`src/shared/tvd_cfg.svh`:
```
// trap_vector_dispatch constants: register offsets, trap codes, reset values
// assumes inclusion by bare name from the design files
`ifndef TVD_CFG_SVH
`define TVD_CFG_SVH

// ----------------------------------------
// register byte offsets
// ----------------------------------------
`define TVD_ADR_TFR 8'h00
`define TVD_ADR_MASK 8'h04
`define TVD_ADR_NREQ 8'h08
`define TVD_ADR_NEN 8'h0c
`define TVD_ADR_NPRIO 8'h10
`define TVD_ADR_STAT 8'h14

// ----------------------------------------
// reset values
// ----------------------------------------
`define TVD_RST_MASK 8'h00
`define TVD_RST_NEN 8'h00
`define TVD_RST_NPRIO 32'h0000_0000

// ----------------------------------------
// trap flag bit positions
// ----------------------------------------
`define TVD_TFR_NMI 0
`define TVD_TFR_OVF 1
`define TVD_TFR_UNF 2
`define TVD_TFR_B_LO 3

// ----------------------------------------
// trap numbers, vector is four times the number
// ----------------------------------------
`define TVD_TRAP_RESET 7'h00
`define TVD_TRAP_NMI 7'h02
`define TVD_TRAP_OVF 7'h04
`define TVD_TRAP_UNF 7'h06
`define TVD_TRAP_CLASS_B 7'h0a
`define TVD_NODE_TRAPS {7'h43, 7'h42, 7'h41, 7'h40, 7'h2b, 7'h2a, 7'h21, 7'h20}

// ----------------------------------------
// trap service ranks and reset causes
// ----------------------------------------
`define TVD_RANK_NONE 2'h0
`define TVD_RANK_B 2'h1
`define TVD_RANK_A 2'h2
`define TVD_CAUSE_HW 2'h0
`define TVD_CAUSE_SW 2'h1
`define TVD_CAUSE_WDT 2'h2

`endif

```
`src/shared/tvd_pkg.sv`:
```
// trap_vector_dispatch types: dispatcher states and request sources
// assumes nothing beyond a SystemVerilog compiler
package tvd_pkg;
	typedef enum logic [1:0] {TVD_IDLE = 2'h1, TVD_OFFER = 2'h2} tvd_state_t;
	typedef enum logic [4:0] {
		TVD_SRC_RESET = 5'h01,
		TVD_SRC_CLASS_A = 5'h02,
		TVD_SRC_CLASS_B = 5'h04,
		TVD_SRC_SOFT = 5'h08,
		TVD_SRC_NODE = 5'h10
	} tvd_src_t;
endpackage : tvd_pkg

```
`src/verilog/tvd_flag_bank.sv`:
```
// sticky flag bank: per-bit set and clear, set wins
// assumes one clock core_clk and async active-low reset
`timescale 1ns/1ps
`default_nettype none
module tvd_flag_bank #(
	parameter int W = 8
) (
	input wire logic core_clk,
	input wire logic arst_n,
	input wire logic [W-1:0] set,
	input wire logic [W-1:0] clr,
	output logic [W-1:0] flags_r
);
	logic [W-1:0] flags_nxt;
	genvar i;
	generate
		for (i = 0; i < W; i++)
		begin : g_bit
			assign flags_nxt[i] = set[i] | (flags_r[i] & ~clr[i]);
		end
	endgenerate

	always_ff @(posedge core_clk or negedge arst_n)
	begin
		if (!arst_n)
			flags_r <= '0;
		else
			flags_r <= flags_nxt;
	end
endmodule : tvd_flag_bank
`default_nettype wire

```
`src/verilog/tvd_prio_pick.sv`:
```
// picks the enabled pending node with the highest priority level
// assumes level 0 means never serviced; lowest index wins a tie
`timescale 1ns/1ps
`default_nettype none
module tvd_prio_pick (
	input wire logic [7:0] req,
	input wire logic [7:0] en,
	input wire logic [31:0] prio,
	output logic [2:0] idx,
	output logic [3:0] lvl
);
	logic [3:0] elig [8];
	genvar i;
	generate
		for (i = 0; i < 8; i++)
		begin : g_node
			assign elig[i] = (req[i] & en[i]) ? prio[4*i +: 4] : 4'h0;
		end
	endgenerate

	always_comb
	begin
		idx = 3'h0;
		lvl = 4'h0;
		for (int k = 0; k < 8; k++)
		begin
			if (elig[k] > lvl)
			begin
				idx = 3'(k);
				lvl = elig[k];
			end
		end
	end
endmodule : tvd_prio_pick
`default_nettype wire

```
`src/verilog/tvd_top.sv`:
```
// trap and interrupt vector dispatcher with classic wishbone registers
// assumes cpu pulses take/return/trap inputs synchronous to core_clk
//
// Operation
// - each node has request, enable flag and vector equal to four times trap number
// - hardware traps dispatch ahead of soft traps and nodes, unmaskable, to their own vector
// - every hardware trap sets its own bit in the trap flag register
// - a trap waits only for a pending reset or while a trap service of equal or higher rank runs
// - during trap service, node interrupts and event controller transfers are blocked
// - class A: nmi 0x08/02, overflow 0x10/04, underflow 0x18/06
// - all five class B conditions share vector 0x28, trap 0x0a
// - nodes get sixteen levels; only a higher level preempts service
// - software writing a node request bit raises that request
//
// Design decisions made here: register access over Wishbone and the register addresses.
`timescale 1ns/1ps
`default_nettype none
`include "tvd_cfg.svh"
module tvd_top (
	input wire logic core_clk,
	input wire logic arst_n,
	input wire logic wb_cyc_i,
	input wire logic wb_stb_i,
	input wire logic wb_we_i,
	input wire logic [7:0] wb_adr_i,
	input wire logic [31:0] wb_dat_i,
	input wire logic [3:0] wb_sel_i,
	output logic [31:0] wb_dat_o,
	output logic wb_ack_o,
	input wire logic nmi_i,
	input wire logic stack_ovf_i,
	input wire logic stack_unf_i,
	input wire logic undef_opcode_i,
	input wire logic prot_fault_i,
	input wire logic illegal_operand_i,
	input wire logic illegal_instr_i,
	input wire logic illegal_bus_i,
	input wire logic sw_reset_i,
	input wire logic wdt_ovf_i,
	input wire logic [7:0] node_req_i,
	input wire logic soft_trap_i,
	input wire logic [6:0] soft_trap_num_i,
	input wire logic disp_take_i,
	input wire logic svc_return_i,
	input wire logic [3:0] ret_level_i,
	input wire logic [1:0] ret_rank_i,
	output logic disp_valid_o,
	output logic [23:0] disp_vector_o,
	output logic [6:0] disp_trap_o,
	output logic [3:0] disp_level_o,
	output logic pec_allow_o,
	output logic irq_o
);

	// ----------------------------------------
	// register bus
	// ----------------------------------------
	logic ack_r, ack_nxt;
	logic [31:0] rdat_r, rdat_nxt;
	logic [7:0] mask_r, mask_nxt;
	logic [7:0] nen_r, nen_nxt;
	logic [31:0] nprio_r, nprio_nxt;
	logic [31:0] wmask;
	logic wr_en;
	logic [7:0] trap_flag_register;
	logic [7:0] trap_pend;
	logic [7:0] nreq;
	logic [1:0] cause_r, cause_nxt;
	logic soft_pend_r, soft_pend_nxt;
	logic [6:0] soft_num_r, soft_num_nxt;
	tvd_pkg::tvd_state_t state_r, state_nxt;
	tvd_pkg::tvd_src_t off_src_r, off_src_nxt;
	logic valid_r, valid_nxt;
	logic [6:0] off_trap_r, off_trap_nxt;
	logic [3:0] off_lvl_r, off_lvl_nxt;
	logic [1:0] off_rank_r, off_rank_nxt;
	logic [2:0] off_idx_r, off_idx_nxt;
	logic [7:0] off_clr_r, off_clr_nxt;
	logic [3:0] cur_level_r, cur_level_nxt;
	logic [1:0] cur_rank_r, cur_rank_nxt;
	logic rst_pend_r, rst_pend_nxt;
	logic pec_r, irq_r;

	assign wmask = {{8{wb_sel_i[3]}}, {8{wb_sel_i[2]}}, {8{wb_sel_i[1]}}, {8{wb_sel_i[0]}}};
	assign wr_en = wb_cyc_i & wb_stb_i & wb_we_i & ack_r;

	always_comb
	begin
		ack_nxt = wb_cyc_i & wb_stb_i & ~ack_r;
		mask_nxt = mask_r;
		nen_nxt = nen_r;
		nprio_nxt = (nprio_r & ~wmask) | (wb_dat_i & wmask);
		rdat_nxt = 32'h0;
		if (!(wr_en && wb_adr_i == `TVD_ADR_NPRIO))
			nprio_nxt = nprio_r;
		if (wr_en && wb_sel_i[0] && wb_adr_i == `TVD_ADR_MASK)
			mask_nxt = wb_dat_i[7:0];
		if (wr_en && wb_sel_i[0] && wb_adr_i == `TVD_ADR_NEN)
			nen_nxt = wb_dat_i[7:0];
		case (wb_adr_i)
			`TVD_ADR_TFR: rdat_nxt = {24'h0, trap_flag_register};
			`TVD_ADR_MASK: rdat_nxt = {24'h0, mask_r};
			`TVD_ADR_NREQ: rdat_nxt = {24'h0, nreq};
			`TVD_ADR_NEN: rdat_nxt = {24'h0, nen_r};
			`TVD_ADR_NPRIO: rdat_nxt = nprio_r;
			`TVD_ADR_STAT: rdat_nxt = {14'h0, cause_r, 1'h0, off_trap_r,
				soft_pend_r, valid_r, cur_rank_r, cur_level_r};
			default: rdat_nxt = 32'h0;
		endcase
	end

	always_ff @(posedge core_clk or negedge arst_n)
	begin
		if (!arst_n)
		begin
			ack_r <= 1'h0;
			rdat_r <= 32'h0;
			mask_r <= `TVD_RST_MASK;
			nen_r <= `TVD_RST_NEN;
			nprio_r <= `TVD_RST_NPRIO;
		end
		else
		begin
			ack_r <= ack_nxt;
			rdat_r <= rdat_nxt;
			mask_r <= mask_nxt;
			nen_r <= nen_nxt;
			nprio_r <= nprio_nxt;
		end
	end

	// ----------------------------------------
	// flags: trap flags, trap pending, node requests
	// ----------------------------------------
	logic [7:0] trap_evt;
	logic take;
	logic [7:0] nreq_wr_set, nreq_wr_clr, nreq_take_clr;
	logic nreq_wr;

	assign trap_evt = {illegal_bus_i, illegal_instr_i, illegal_operand_i, prot_fault_i,
		undef_opcode_i, stack_unf_i, stack_ovf_i, nmi_i};
	assign take = valid_r & disp_take_i;
	assign nreq_wr = wr_en & wb_sel_i[0] & (wb_adr_i == `TVD_ADR_NREQ);
	assign nreq_wr_set = nreq_wr ? wb_dat_i[7:0] : 8'h0;
	assign nreq_wr_clr = nreq_wr ? ~wb_dat_i[7:0] : 8'h0;
	assign nreq_take_clr = (take && off_src_r == tvd_pkg::TVD_SRC_NODE) ?
		(8'h1 << off_idx_r) : 8'h0;

	tvd_flag_bank #(.W(8)) u_tfr (
		.core_clk(core_clk),
		.arst_n(arst_n),
		.set(trap_evt),
		.clr((wr_en && wb_sel_i[0] && wb_adr_i == `TVD_ADR_TFR) ? wb_dat_i[7:0] : 8'h0),
		.flags_r(trap_flag_register)
	);

	tvd_flag_bank #(.W(8)) u_trap_pend (
		.core_clk(core_clk),
		.arst_n(arst_n),
		.set(trap_evt),
		.clr(take ? off_clr_r : 8'h0),
		.flags_r(trap_pend)
	);

	tvd_flag_bank #(.W(8)) u_nreq (
		.core_clk(core_clk),
		.arst_n(arst_n),
		.set(node_req_i | nreq_wr_set),
		.clr(nreq_wr_clr | nreq_take_clr),
		.flags_r(nreq)
	);

	// ----------------------------------------
	// priority pick
	// ----------------------------------------
	logic [2:0] best_idx;
	logic [3:0] best_lvl;
	logic pick_ok;
	tvd_pkg::tvd_src_t pick_src;
	logic [6:0] pick_trap;
	logic [3:0] pick_lvl;
	logic [1:0] pick_rank;
	logic [7:0] pick_clr;
	localparam logic [55:0] NODE_TRAPS = `TVD_NODE_TRAPS;

	tvd_prio_pick u_pick (
		.req(nreq),
		.en(nen_r),
		.prio(nprio_r),
		.idx(best_idx),
		.lvl(best_lvl)
	);

	always_comb
	begin
		pick_ok = 1'h1;
		pick_src = tvd_pkg::TVD_SRC_NODE;
		pick_trap = NODE_TRAPS[7*best_idx +: 7];
		pick_lvl = best_lvl;
		pick_rank = cur_rank_r;
		pick_clr = 8'h0;
		if (rst_pend_r)
		begin
			pick_src = tvd_pkg::TVD_SRC_RESET;
			pick_trap = `TVD_TRAP_RESET;
			pick_lvl = 4'h0;
			pick_rank = `TVD_RANK_NONE;
		end
		else if (trap_pend[`TVD_TFR_UNF:`TVD_TFR_NMI] != 3'h0 && cur_rank_r < `TVD_RANK_A)
		begin
			pick_src = tvd_pkg::TVD_SRC_CLASS_A;
			pick_lvl = cur_level_r;
			pick_rank = `TVD_RANK_A;
			if (trap_pend[`TVD_TFR_NMI])
			begin
				pick_trap = `TVD_TRAP_NMI;
				pick_clr = 8'h1 << `TVD_TFR_NMI;
			end
			else if (trap_pend[`TVD_TFR_OVF])
			begin
				pick_trap = `TVD_TRAP_OVF;
				pick_clr = 8'h1 << `TVD_TFR_OVF;
			end
			else
			begin
				pick_trap = `TVD_TRAP_UNF;
				pick_clr = 8'h1 << `TVD_TFR_UNF;
			end
		end
		else if (trap_pend[7:`TVD_TFR_B_LO] != 5'h0 && cur_rank_r < `TVD_RANK_B)
		begin
			pick_src = tvd_pkg::TVD_SRC_CLASS_B;
			pick_trap = `TVD_TRAP_CLASS_B;
			pick_lvl = cur_level_r;
			pick_rank = `TVD_RANK_B;
			pick_clr = 8'hf8;
		end
		else if (soft_pend_r)
		begin
			pick_src = tvd_pkg::TVD_SRC_SOFT;
			pick_trap = soft_num_r;
			pick_lvl = cur_level_r;
		end
		else if (!(cur_rank_r == `TVD_RANK_NONE && best_lvl > cur_level_r))
			pick_ok = 1'h0;
	end

	// ----------------------------------------
	// dispatcher
	// ----------------------------------------
	always_comb
	begin
		state_nxt = state_r;
		valid_nxt = valid_r;
		off_src_nxt = off_src_r;
		off_trap_nxt = off_trap_r;
		off_lvl_nxt = off_lvl_r;
		off_rank_nxt = off_rank_r;
		off_idx_nxt = off_idx_r;
		off_clr_nxt = off_clr_r;
		cur_level_nxt = svc_return_i ? ret_level_i : cur_level_r;
		cur_rank_nxt = svc_return_i ? ret_rank_i : cur_rank_r;
		rst_pend_nxt = rst_pend_r | sw_reset_i | wdt_ovf_i;
		soft_pend_nxt = soft_pend_r | soft_trap_i;
		soft_num_nxt = (soft_trap_i && !soft_pend_r) ? soft_trap_num_i : soft_num_r;
		cause_nxt = wdt_ovf_i ? `TVD_CAUSE_WDT : (sw_reset_i ? `TVD_CAUSE_SW : cause_r);
		case (state_r)
			tvd_pkg::TVD_IDLE:
			begin
				if (pick_ok)
				begin
					state_nxt = tvd_pkg::TVD_OFFER;
					valid_nxt = 1'h1;
					off_src_nxt = pick_src;
					off_trap_nxt = pick_trap;
					off_lvl_nxt = pick_lvl;
					off_rank_nxt = pick_rank;
					off_idx_nxt = best_idx;
					off_clr_nxt = pick_clr;
				end
			end
			tvd_pkg::TVD_OFFER:
			begin
				if (disp_take_i)
				begin
					state_nxt = tvd_pkg::TVD_IDLE;
					valid_nxt = 1'h0;
					if (off_src_r != tvd_pkg::TVD_SRC_SOFT)
					begin
						cur_level_nxt = off_lvl_r;
						cur_rank_nxt = off_rank_r;
					end
					if (off_src_r == tvd_pkg::TVD_SRC_RESET)
						rst_pend_nxt = sw_reset_i | wdt_ovf_i;
					if (off_src_r == tvd_pkg::TVD_SRC_SOFT)
						soft_pend_nxt = soft_trap_i;
				end
				else if (off_src_r == tvd_pkg::TVD_SRC_NODE && pick_ok &&
					pick_src != tvd_pkg::TVD_SRC_NODE)
				begin
					state_nxt = tvd_pkg::TVD_IDLE;
					valid_nxt = 1'h0;
				end
			end
			default:
			begin
				state_nxt = tvd_pkg::TVD_IDLE;
				valid_nxt = 1'h0;
			end
		endcase
	end

	always_ff @(posedge core_clk or negedge arst_n)
	begin
		if (!arst_n)
		begin
			state_r <= tvd_pkg::TVD_IDLE;
			valid_r <= 1'h0;
			off_src_r <= tvd_pkg::TVD_SRC_RESET;
			off_trap_r <= `TVD_TRAP_RESET;
			off_lvl_r <= 4'h0;
			off_rank_r <= `TVD_RANK_NONE;
			off_idx_r <= 3'h0;
			off_clr_r <= 8'h0;
			cur_level_r <= 4'h0;
			cur_rank_r <= `TVD_RANK_NONE;
			rst_pend_r <= 1'h1;
			soft_pend_r <= 1'h0;
			soft_num_r <= 7'h0;
			cause_r <= `TVD_CAUSE_HW;
			pec_r <= 1'h1;
			irq_r <= 1'h0;
		end
		else
		begin
			state_r <= state_nxt;
			valid_r <= valid_nxt;
			off_src_r <= off_src_nxt;
			off_trap_r <= off_trap_nxt;
			off_lvl_r <= off_lvl_nxt;
			off_rank_r <= off_rank_nxt;
			off_idx_r <= off_idx_nxt;
			off_clr_r <= off_clr_nxt;
			cur_level_r <= cur_level_nxt;
			cur_rank_r <= cur_rank_nxt;
			rst_pend_r <= rst_pend_nxt;
			soft_pend_r <= soft_pend_nxt;
			soft_num_r <= soft_num_nxt;
			cause_r <= cause_nxt;
			pec_r <= (cur_rank_nxt == `TVD_RANK_NONE);
			irq_r <= |(trap_flag_register & mask_r);
		end
	end

	assign wb_ack_o = ack_r;
	assign wb_dat_o = rdat_r;
	assign disp_valid_o = valid_r;
	assign disp_vector_o = {15'h0, off_trap_r, 2'h0};
	assign disp_trap_o = off_trap_r;
	assign disp_level_o = off_lvl_r;
	assign pec_allow_o = pec_r;
	assign irq_o = irq_r;
endmodule : tvd_top
`default_nettype wire

```
`config.mk`:
```
export PLATFORM = sky130hd
export DESIGN_NAME = tvd_top
export DESIGN_NICKNAME = d
export VERILOG_FILES = /design/src/shared/tvd_pkg.sv /design/src/verilog/tvd_flag_bank.sv /design/src/verilog/tvd_prio_pick.sv /design/src/verilog/tvd_top.sv
export VERILOG_INCLUDE_DIRS = /design/src /design/src/shared
export SDC_FILE = /design/constraint.sdc
export NUM_CORES = 1
export LEC_CHECK = 0
export BUFFER_PORTS_ARGS = -buffer_cell sky130_fd_sc_hd__buf_2
export CAP_MARGIN = 10
export CORE_UTILIZATION = 39
export CTS_BUF_LIST = sky130_fd_sc_hd__clkbuf_2
export CTS_CLUSTER_SIZE = 10
export DETAILED_ROUTE_END_ITERATION = 7
export GPL_TIMING_DRIVEN = 0
export PLACE_DENSITY = 0.59
export SYNTH_ARGS = -nofsm -noshare
export SYNTH_HDL_FRONTEND = slang
export SYNTH_SLANG_ARGS = --single-unit
```
`constraint.sdc`:
```
create_clock -name core_clk -period 10.9 [get_ports core_clk]
set_clock_uncertainty 0.1 [all_clocks]
set_input_delay 0.545 -clock core_clk [delete_from_list [all_inputs] [get_ports core_clk]]
set_output_delay 0.545 -clock core_clk [all_outputs]
set_load 0.02 [all_outputs]
```
## Word level (Yosys, flattened, before mapping)

Index checks and enable logic that the tools add are counted.

| storage, ports and cells | value |
|---|---|
| register bits after elaboration | 156 |
| input port bits | 83 |
| output and inout port bits | 71 |
| word-level logic and storage cells | 254 |

| operators by class | value |
|---|---|
| multipliers | 1 |
| magnitude comparators | 11 |
| eq/ne operators | 14 |
| shifts and indexed selects | 2 |
| multiplexer cells | 80 |
| bitwise operators | 100 |
| reductions and logical operators | 22 |

Operators with widths:

| cell | count |
|---|---|
| one-hot mux 32 bit (6 select lines) | 1 |
| two-way mux 4 bit | 24 |
| AND 32 bit | 2 |
| two-way mux 8 bit | 8 |
| indexed part select 56 x 7 -> 7 bit (first input constant) | 1 |
| AND 1 bit | 39 |
| > comparator 4 bit | 8 |
| inverter 32 bit | 1 |
| OR 32 bit | 1 |
| two-way mux 2 bit | 15 |
| two-way mux 7 bit | 4 |
| OR 1 bit | 28 |
| inverter 1 bit | 25 |
| two-way mux 3 bit | 7 |
| two-way mux 5 bit | 4 |
| == test 8 x 4 -> 1 bit (second input constant) | 2 |
| == test 8 x 5 -> 1 bit (second input constant) | 2 |
| OR 8 bit | 2 |
| two-way mux 1 bit | 15 |
| logical AND 1 bit | 12 |
| AND 8 bit | 1 |
| == test 8 x 3 -> 1 bit (second input constant) | 1 |
| zero test 8 bit | 1 |
| inverter 8 bit | 1 |
| other kinds (23) | 25 |

## Logic depth before layout (Yosys ltp)

| depth | value |
|---|---|
| depth after elaboration | 30 |
| mapped depth | 70 |
| gate-level depth less buffers | 68 |

## Cells and area by module

From an unflattened synthesis, not the netlist that was laid out.

| second synthesis, totals | value |
|---|---|
| cell total of the unflattened synthesis | 788 |
| area total of the unflattened synthesis | 8424.3 µm² |

Modules (own cells, without submodules):

| module | instances | cells each | area each (µm²) |
|---|---|---|---|
| tvd_top | 1 | 489 | 5934.4 |
| tvd_prio_pick | 1 | 227 | 1619.1 |
| tvd_flag_bank | 3 | 24 | 290.3 |

## Worst setup path after synthesis

No wires, ideal clock.

| timing | value |
|---|---|
| path type | register to register |
| from | reg u_nreq.flags_r[1] |
| to | reg off_trap_r[6], in the netlist disp_trap_o[6] |
| library setup time | 83 ps |
| arrival | 11824 ps |
| path slack | -1107 ps |
| stages on the path, launching flop included | 63 |
| buffers on the path | 1 |
| period minus slack after synthesis | 12007 ps |
| path through | dfrtp_1 nand3_1 inv_1 ha_1 nor2b_1 o221a_4 a211o_1 nor2_1 a21oi_1 ha_1 o21ai_0 nor2_1 a21oi_1 o22ai_1 mux2i_1 inv_1 ha_1 nor2_1 (+27 left out) a31o_2 ha_1 nor2b_1 o21ai_0 nand2b_1 a21oi_1 a41oi_1 nor2_1 a22o_1 ha_1 nand3_1 o22ai_1 o221ai_1 a21oi_1 nand2_1 nor3_1 o21ai_0 o21ai_0 |

| between the ends | value |
|---|---|
| word-level cells in the longest chain between the ends | 24 |
| elaborated cells between the ends (all ways) | 37 |
| classes of those cells | 1 x mul; 8 x order compare; 1 x shift; 24 x mux; 1 x bitwise; 2 x reduce/logical |

Ends and longest elaborated chain:

| what | line | text |
|---|---|---|
| from (decl) | tvd_flag_bank.sv:12 | `output logic [W-1:0] flags_r` |
| from (signal assigned) | tvd_flag_bank.sv:28 | `flags_r <= flags_nxt;` |
| AND 1 bit (*) | tvd_prio_pick.sv:17 | `assign elig[i] = (req[i] & en[i]) ? prio[4*i +: 4] : 4'h0;` |
| two-way mux 4 bit (*) | tvd_prio_pick.sv:17 |  |
| parallel branches: the longest is 22 deep, another holds > comparator 4 bit | - |  |
| to (signal assigned) | tvd_top.sv:320 | `` off_trap_r <= `TVD_TRAP_RESET; `` |
| to (signal assigned) | tvd_top.sv:339 | `off_trap_r <= off_trap_nxt;` |
| to (decl) | tvd_top.sv:74 | `logic [6:0] off_trap_r, off_trap_nxt;` |

Every way passes the cells marked *.
A chain may end at the register's enable or synchronous reset.

## Worst setup path in the final report

| timing | value |
|---|---|
| from | reg u_nreq.flags_r[1] |
| to | reg off_lvl_r[3], in the netlist disp_level_o[3] |

| between the ends | value |
|---|---|
| word-level cells in the longest chain between the ends | 24 |
| elaborated cells between the ends (all ways) | 28 |
| classes of those cells | 8 x order compare; 17 x mux; 1 x bitwise; 2 x reduce/logical |

Ends and longest elaborated chain:

| what | line | text |
|---|---|---|
| AND 1 bit (*) | tvd_prio_pick.sv:17 |  |
| two-way mux 4 bit (*) | tvd_prio_pick.sv:17 |  |
| > comparator 4 bit | tvd_prio_pick.sv:27 | `if (elig[k] > lvl)` |
| two-way mux 4 bit (*) | tvd_prio_pick.sv:27 |  |
| > comparator 4 bit | tvd_prio_pick.sv:27 |  |
| two-way mux 4 bit (*) | tvd_prio_pick.sv:27 |  |
| > comparator 4 bit | tvd_prio_pick.sv:27 |  |
| two-way mux 4 bit (*) | tvd_prio_pick.sv:27 |  |
| (+8 left out) | - |  |
| > comparator 4 bit | tvd_top.sv:244 | `` else if (!(cur_rank_r == `TVD_RANK_NONE && best_lvl > cur_level_r)) `` |
| logical AND 1 bit | tvd_top.sv:244 |  |
| two-way mux 1 bit | tvd_top.sv:244 |  |
| two-way mux 1 bit | tvd_top.sv:238 | `else if (soft_pend_r)` |
| two-way mux 1 bit | tvd_top.sv:230 | `` else if (trap_pend[7:`TVD_TFR_B_LO] != 5'h0 && cur_rank_r < `TVD_RANK_B) `` |
| two-way mux 1 bit | tvd_top.sv:209 | `` else if (trap_pend[`TVD_TFR_UNF:`TVD_TFR_NMI] != 3'h0 && cur_rank_r < `TVD_RANK_A) `` |
| two-way mux 1 bit | tvd_top.sv:202 | `if (rst_pend_r)` |
| AND reduction 2 bit (no line) | - |  |
| to (signal assigned) | tvd_top.sv:340 | `off_lvl_r <= off_lvl_nxt;` |
| to (decl) | tvd_top.sv:75 | `logic [3:0] off_lvl_r, off_lvl_nxt;` |

Mark *: on every way between the ends. The rest lies on a longest branch, timed or not.

==> results_dict.tcl <==
set metrics [dict create \
    status "finished, violations left" \
    violations "setup timing" \
    grt_pass1_vias 7117 \
    ys_top_cells_by_area "dfrtp_1, mux2_2, ha_1" \
    die_h_um 146 \
    htreeDepth 4 \
    place_area_um2 9470 \
    worst_ir_drop_vdd_mv 0.0690 \
    end_kind "register" \
    setup_viol 26 \
    design_area_um2 11200 \
    relSlewSlack_pct 17.6 \
    ant_nets 0 \
    grt_use_total_pct 23.8 \
    cts_buffers 17 \
    num_vias 7323 \
    finalNonFillerCells 1362 \
    dp_cells 1204 \
    drt_iter0_drc 431 \
    die_x_um 146 \
    synth_top_cell_by_area "dfrtp_1" \
    dieArea_um2 21400 \
    fin_ws_ns -0.679 \
    crit_arrival_ns 12.13 \
    path_class "reg -> reg" \
    synth_ff_type "dfrtp_1" \
    fillCellCount 1823 \
    finalCritPeriodShare_pct 106 \
    cp_max_fo 7 \
    async_reset_ff_share_pct 100 \
    syn2layout_area_growth_pct 37.7 \
    start_kind "register" \
    synth_edf_count 0 \
    grt_start_max_net_pins 92 \
    r2r_cells 59 \
    max_freq_ghz 0.0864 \
    overflow 0 \
    drt_first_pass_iters 4 \
    worstPathRequired_ns 11.45 \
    cts_tree "done" \
    grt_most_used_layer "met2" \
    top_level_ports 154 \
    rsz0062_at_grt "yes" \
    place_ws_ns -1.63 \
    io_buffers 133 \
    synth_common_cells "dfrtp_1, mux2_2, nor2_1" \
    yosysWarnings 0 \
    syn_area_um2 8130 \
    post-route-util_pct 55.0 \
    yosysSeqAreaShare_pct 46.2 \
    maxSlewViolCount 0 \
    drt-wirelength-per-cell_um 18.6 \
    root_buffer "clkbuf_2" \
    hold_path_depth 3 \
    place.gp.congestion 0.874 \
    max_stage_delay_ns 0.51 \
    layout_min_cycle_time_ns 11.58 \
    met1_usage_pct 31.5 \
    grt_pass1_wl_um 38800 \
    layout-drive-gt1-share_pct 38.1 \
    tightest_slew_ns 1.23 \
    clk_pin_slew_ns 0.23 \
    synth.distinct_cells 77 \
    cpMaxStageDelayCell "dfrtp_2" \
    yosysMostFrequentCell "dfrtp_1" \
    avgSynthCellArea_um2 10.4 \
    use_met3_pct 4.25 \
    numClockSinks 150 \
    clock_latency_ns 0.72 \
    core_area_um2 20400 \
    use_met2_pct 39.6 \
    syn_inst 783 \
    antenna_found_initial 1 \
    finalSetupTns_ns -15.87 \
    initial_utilization_pct 39.9 \
    cap_violations 0 \
    final_nets 1186 \
    drc 0 \
    place_hpwl_um 18100 \
    hold_path.class "in -> reg" \
    routed_wirelength_um 25300 \
    clock_path_buffers 2 \
    leakage_uw 0.00542 \
    rows 52 \
    p_per_area_nw_per_um2 107 \
    synth-seq-cells 150 \
    finalHoldViolations 0 \
    synth_top_area_share_pct 45.0 \
    avgViaCountPerCell 5.38 \
]
## logic make-up after synthesis
kind of cell | Yosys count | synth area share [%]
multiplexers | 91 | 12.2
adder cells (fa/ha/maj) | 27 | 4.13
other | 1 | 0.0461
AND/OR/NAND/NOR | 254 | 15.4
AO/OA/AOI/OAI | 185 | 17.4
buffers and inverters | 75 | 4.57
flip-flops | 150 | 46.2
## report_power, final
group	leakage (uW)	total [uW]	internal [uW]	switching, uW
sequential	0.00191	612	585	27.5
combinational	0.00337	263	111	152
clock	0.000142	322	108	214
## path summary, 6_finish.rpt
check | from | end | slack (ns)
hold / removal | wb_dat_i[5] | u_tfr.flags_r[5] | 0.06
hold reg to reg | wb_ack_o | wb_ack_o | 0.36
max in group asynchronous | arst_n | nen_r[1] | 9.58
min in group asynchronous | arst_n | asynchronous set/reset pin | 0.22
setup / recovery | u_nreq.flags_r[1] | disp_level_o[3] | -0.68
setup reg to reg | u_nreq.flags_r[1] | disp_level_o[3] | -0.68
## layout by cell type, fill, tap and decap left out, types with 11 or more instances in the layout
| master | instances |
|---|---|
| dfrtp_1 | 141 |
| buf_2 | 132 |
| buf_4 | 77 |
| dlygate4sd3_1 | 70 |
| mux2_2 | 64 |
| nand2_1 | 60 |
| nor2_1 | 59 |
| mux2i_1 | 23 |
| a21o_1 | 22 |
| nand3_1 | 22 |
| inv_1 | 22 |
| a21oi_1 | 21 |
| and3_1 | 19 |
| and2_1 | 19 |
| o21ai_0 | 18 |
| clkbuf_2 | 18 |
| conb_1 | 17 |
| clkbuf_1 | 16 |
| a22oi_1 | 13 |
| a221o_1 | 13 |
| ha_4 | 12 |
| ha_1 | 12 |
| nor3_1 | 11 |
## metal layers
metal | up-vias | routed length [um] | part of all wire (%)
met3 | 36 | 1350 | 5.3
met2 | 242 | 12200 | 48
met1 | 3585 | 11200 | 44
met4 | 0 | 548 | 2.2
li1 | 3460 | - | -
met5 | - | 0 | 0
## layout make-up
| cell class | instances | area, um2 | area share (%) |
|---|---|---|---|
| Antenna cell | 1 | 2.50 | 0.0224 |
| Buffer | 49 | 302 | 2.69 |
| Clock buffer | 18 | 90.1 | 0.805 |
| Clock inverter | 14 | 148 | 1.32 |
| Inverter | 25 | 96.3 | 0.861 |
| Multi-Input combinational cell | 574 | 4610 | 41.2 |
| Sequential cell | 150 | 3760 | 33.6 |
| Tap cell | 270 | 338 | 3.02 |
| Timing Repair Buffer | 261 | 1840 | 16.5 |
## per-stage QoR
stage	hold slack [ns]	total power [uW]
after global placement	0.327	821
after global routing	0.0141	1260
after CTS	0.0117	1180
after floorplan	0.149	734
final	0.0572	1200
after detailed placement	0.338	825
## critical path: cells and delay by family, from the launching register on
family / cells / cell delay [ns]
and+or+nand+nor: 16 / 1.95
AOI/OAI and AO/OA: 24 / 4.39
DFF: 1 / 0.51
buffers and inverters: 5 / 0.61
adders and majority gates: 10 / 2.86
muxes: 4 / 1.09
## what timing repair did
| action | in CTS | in global routing |
|---|---|---|
| hold buffers | 66 | 4 |
| pin swaps | 47 | 39 |
| setup endpoints to repair | 26 | 26 |
| endpoints found under the hold margin | 126 | 4 |
| buffers inserted | 46 | 10 |
| resized for setup | 51 | 37 |
No activity file was read; power rests on OpenSTA's default activity.
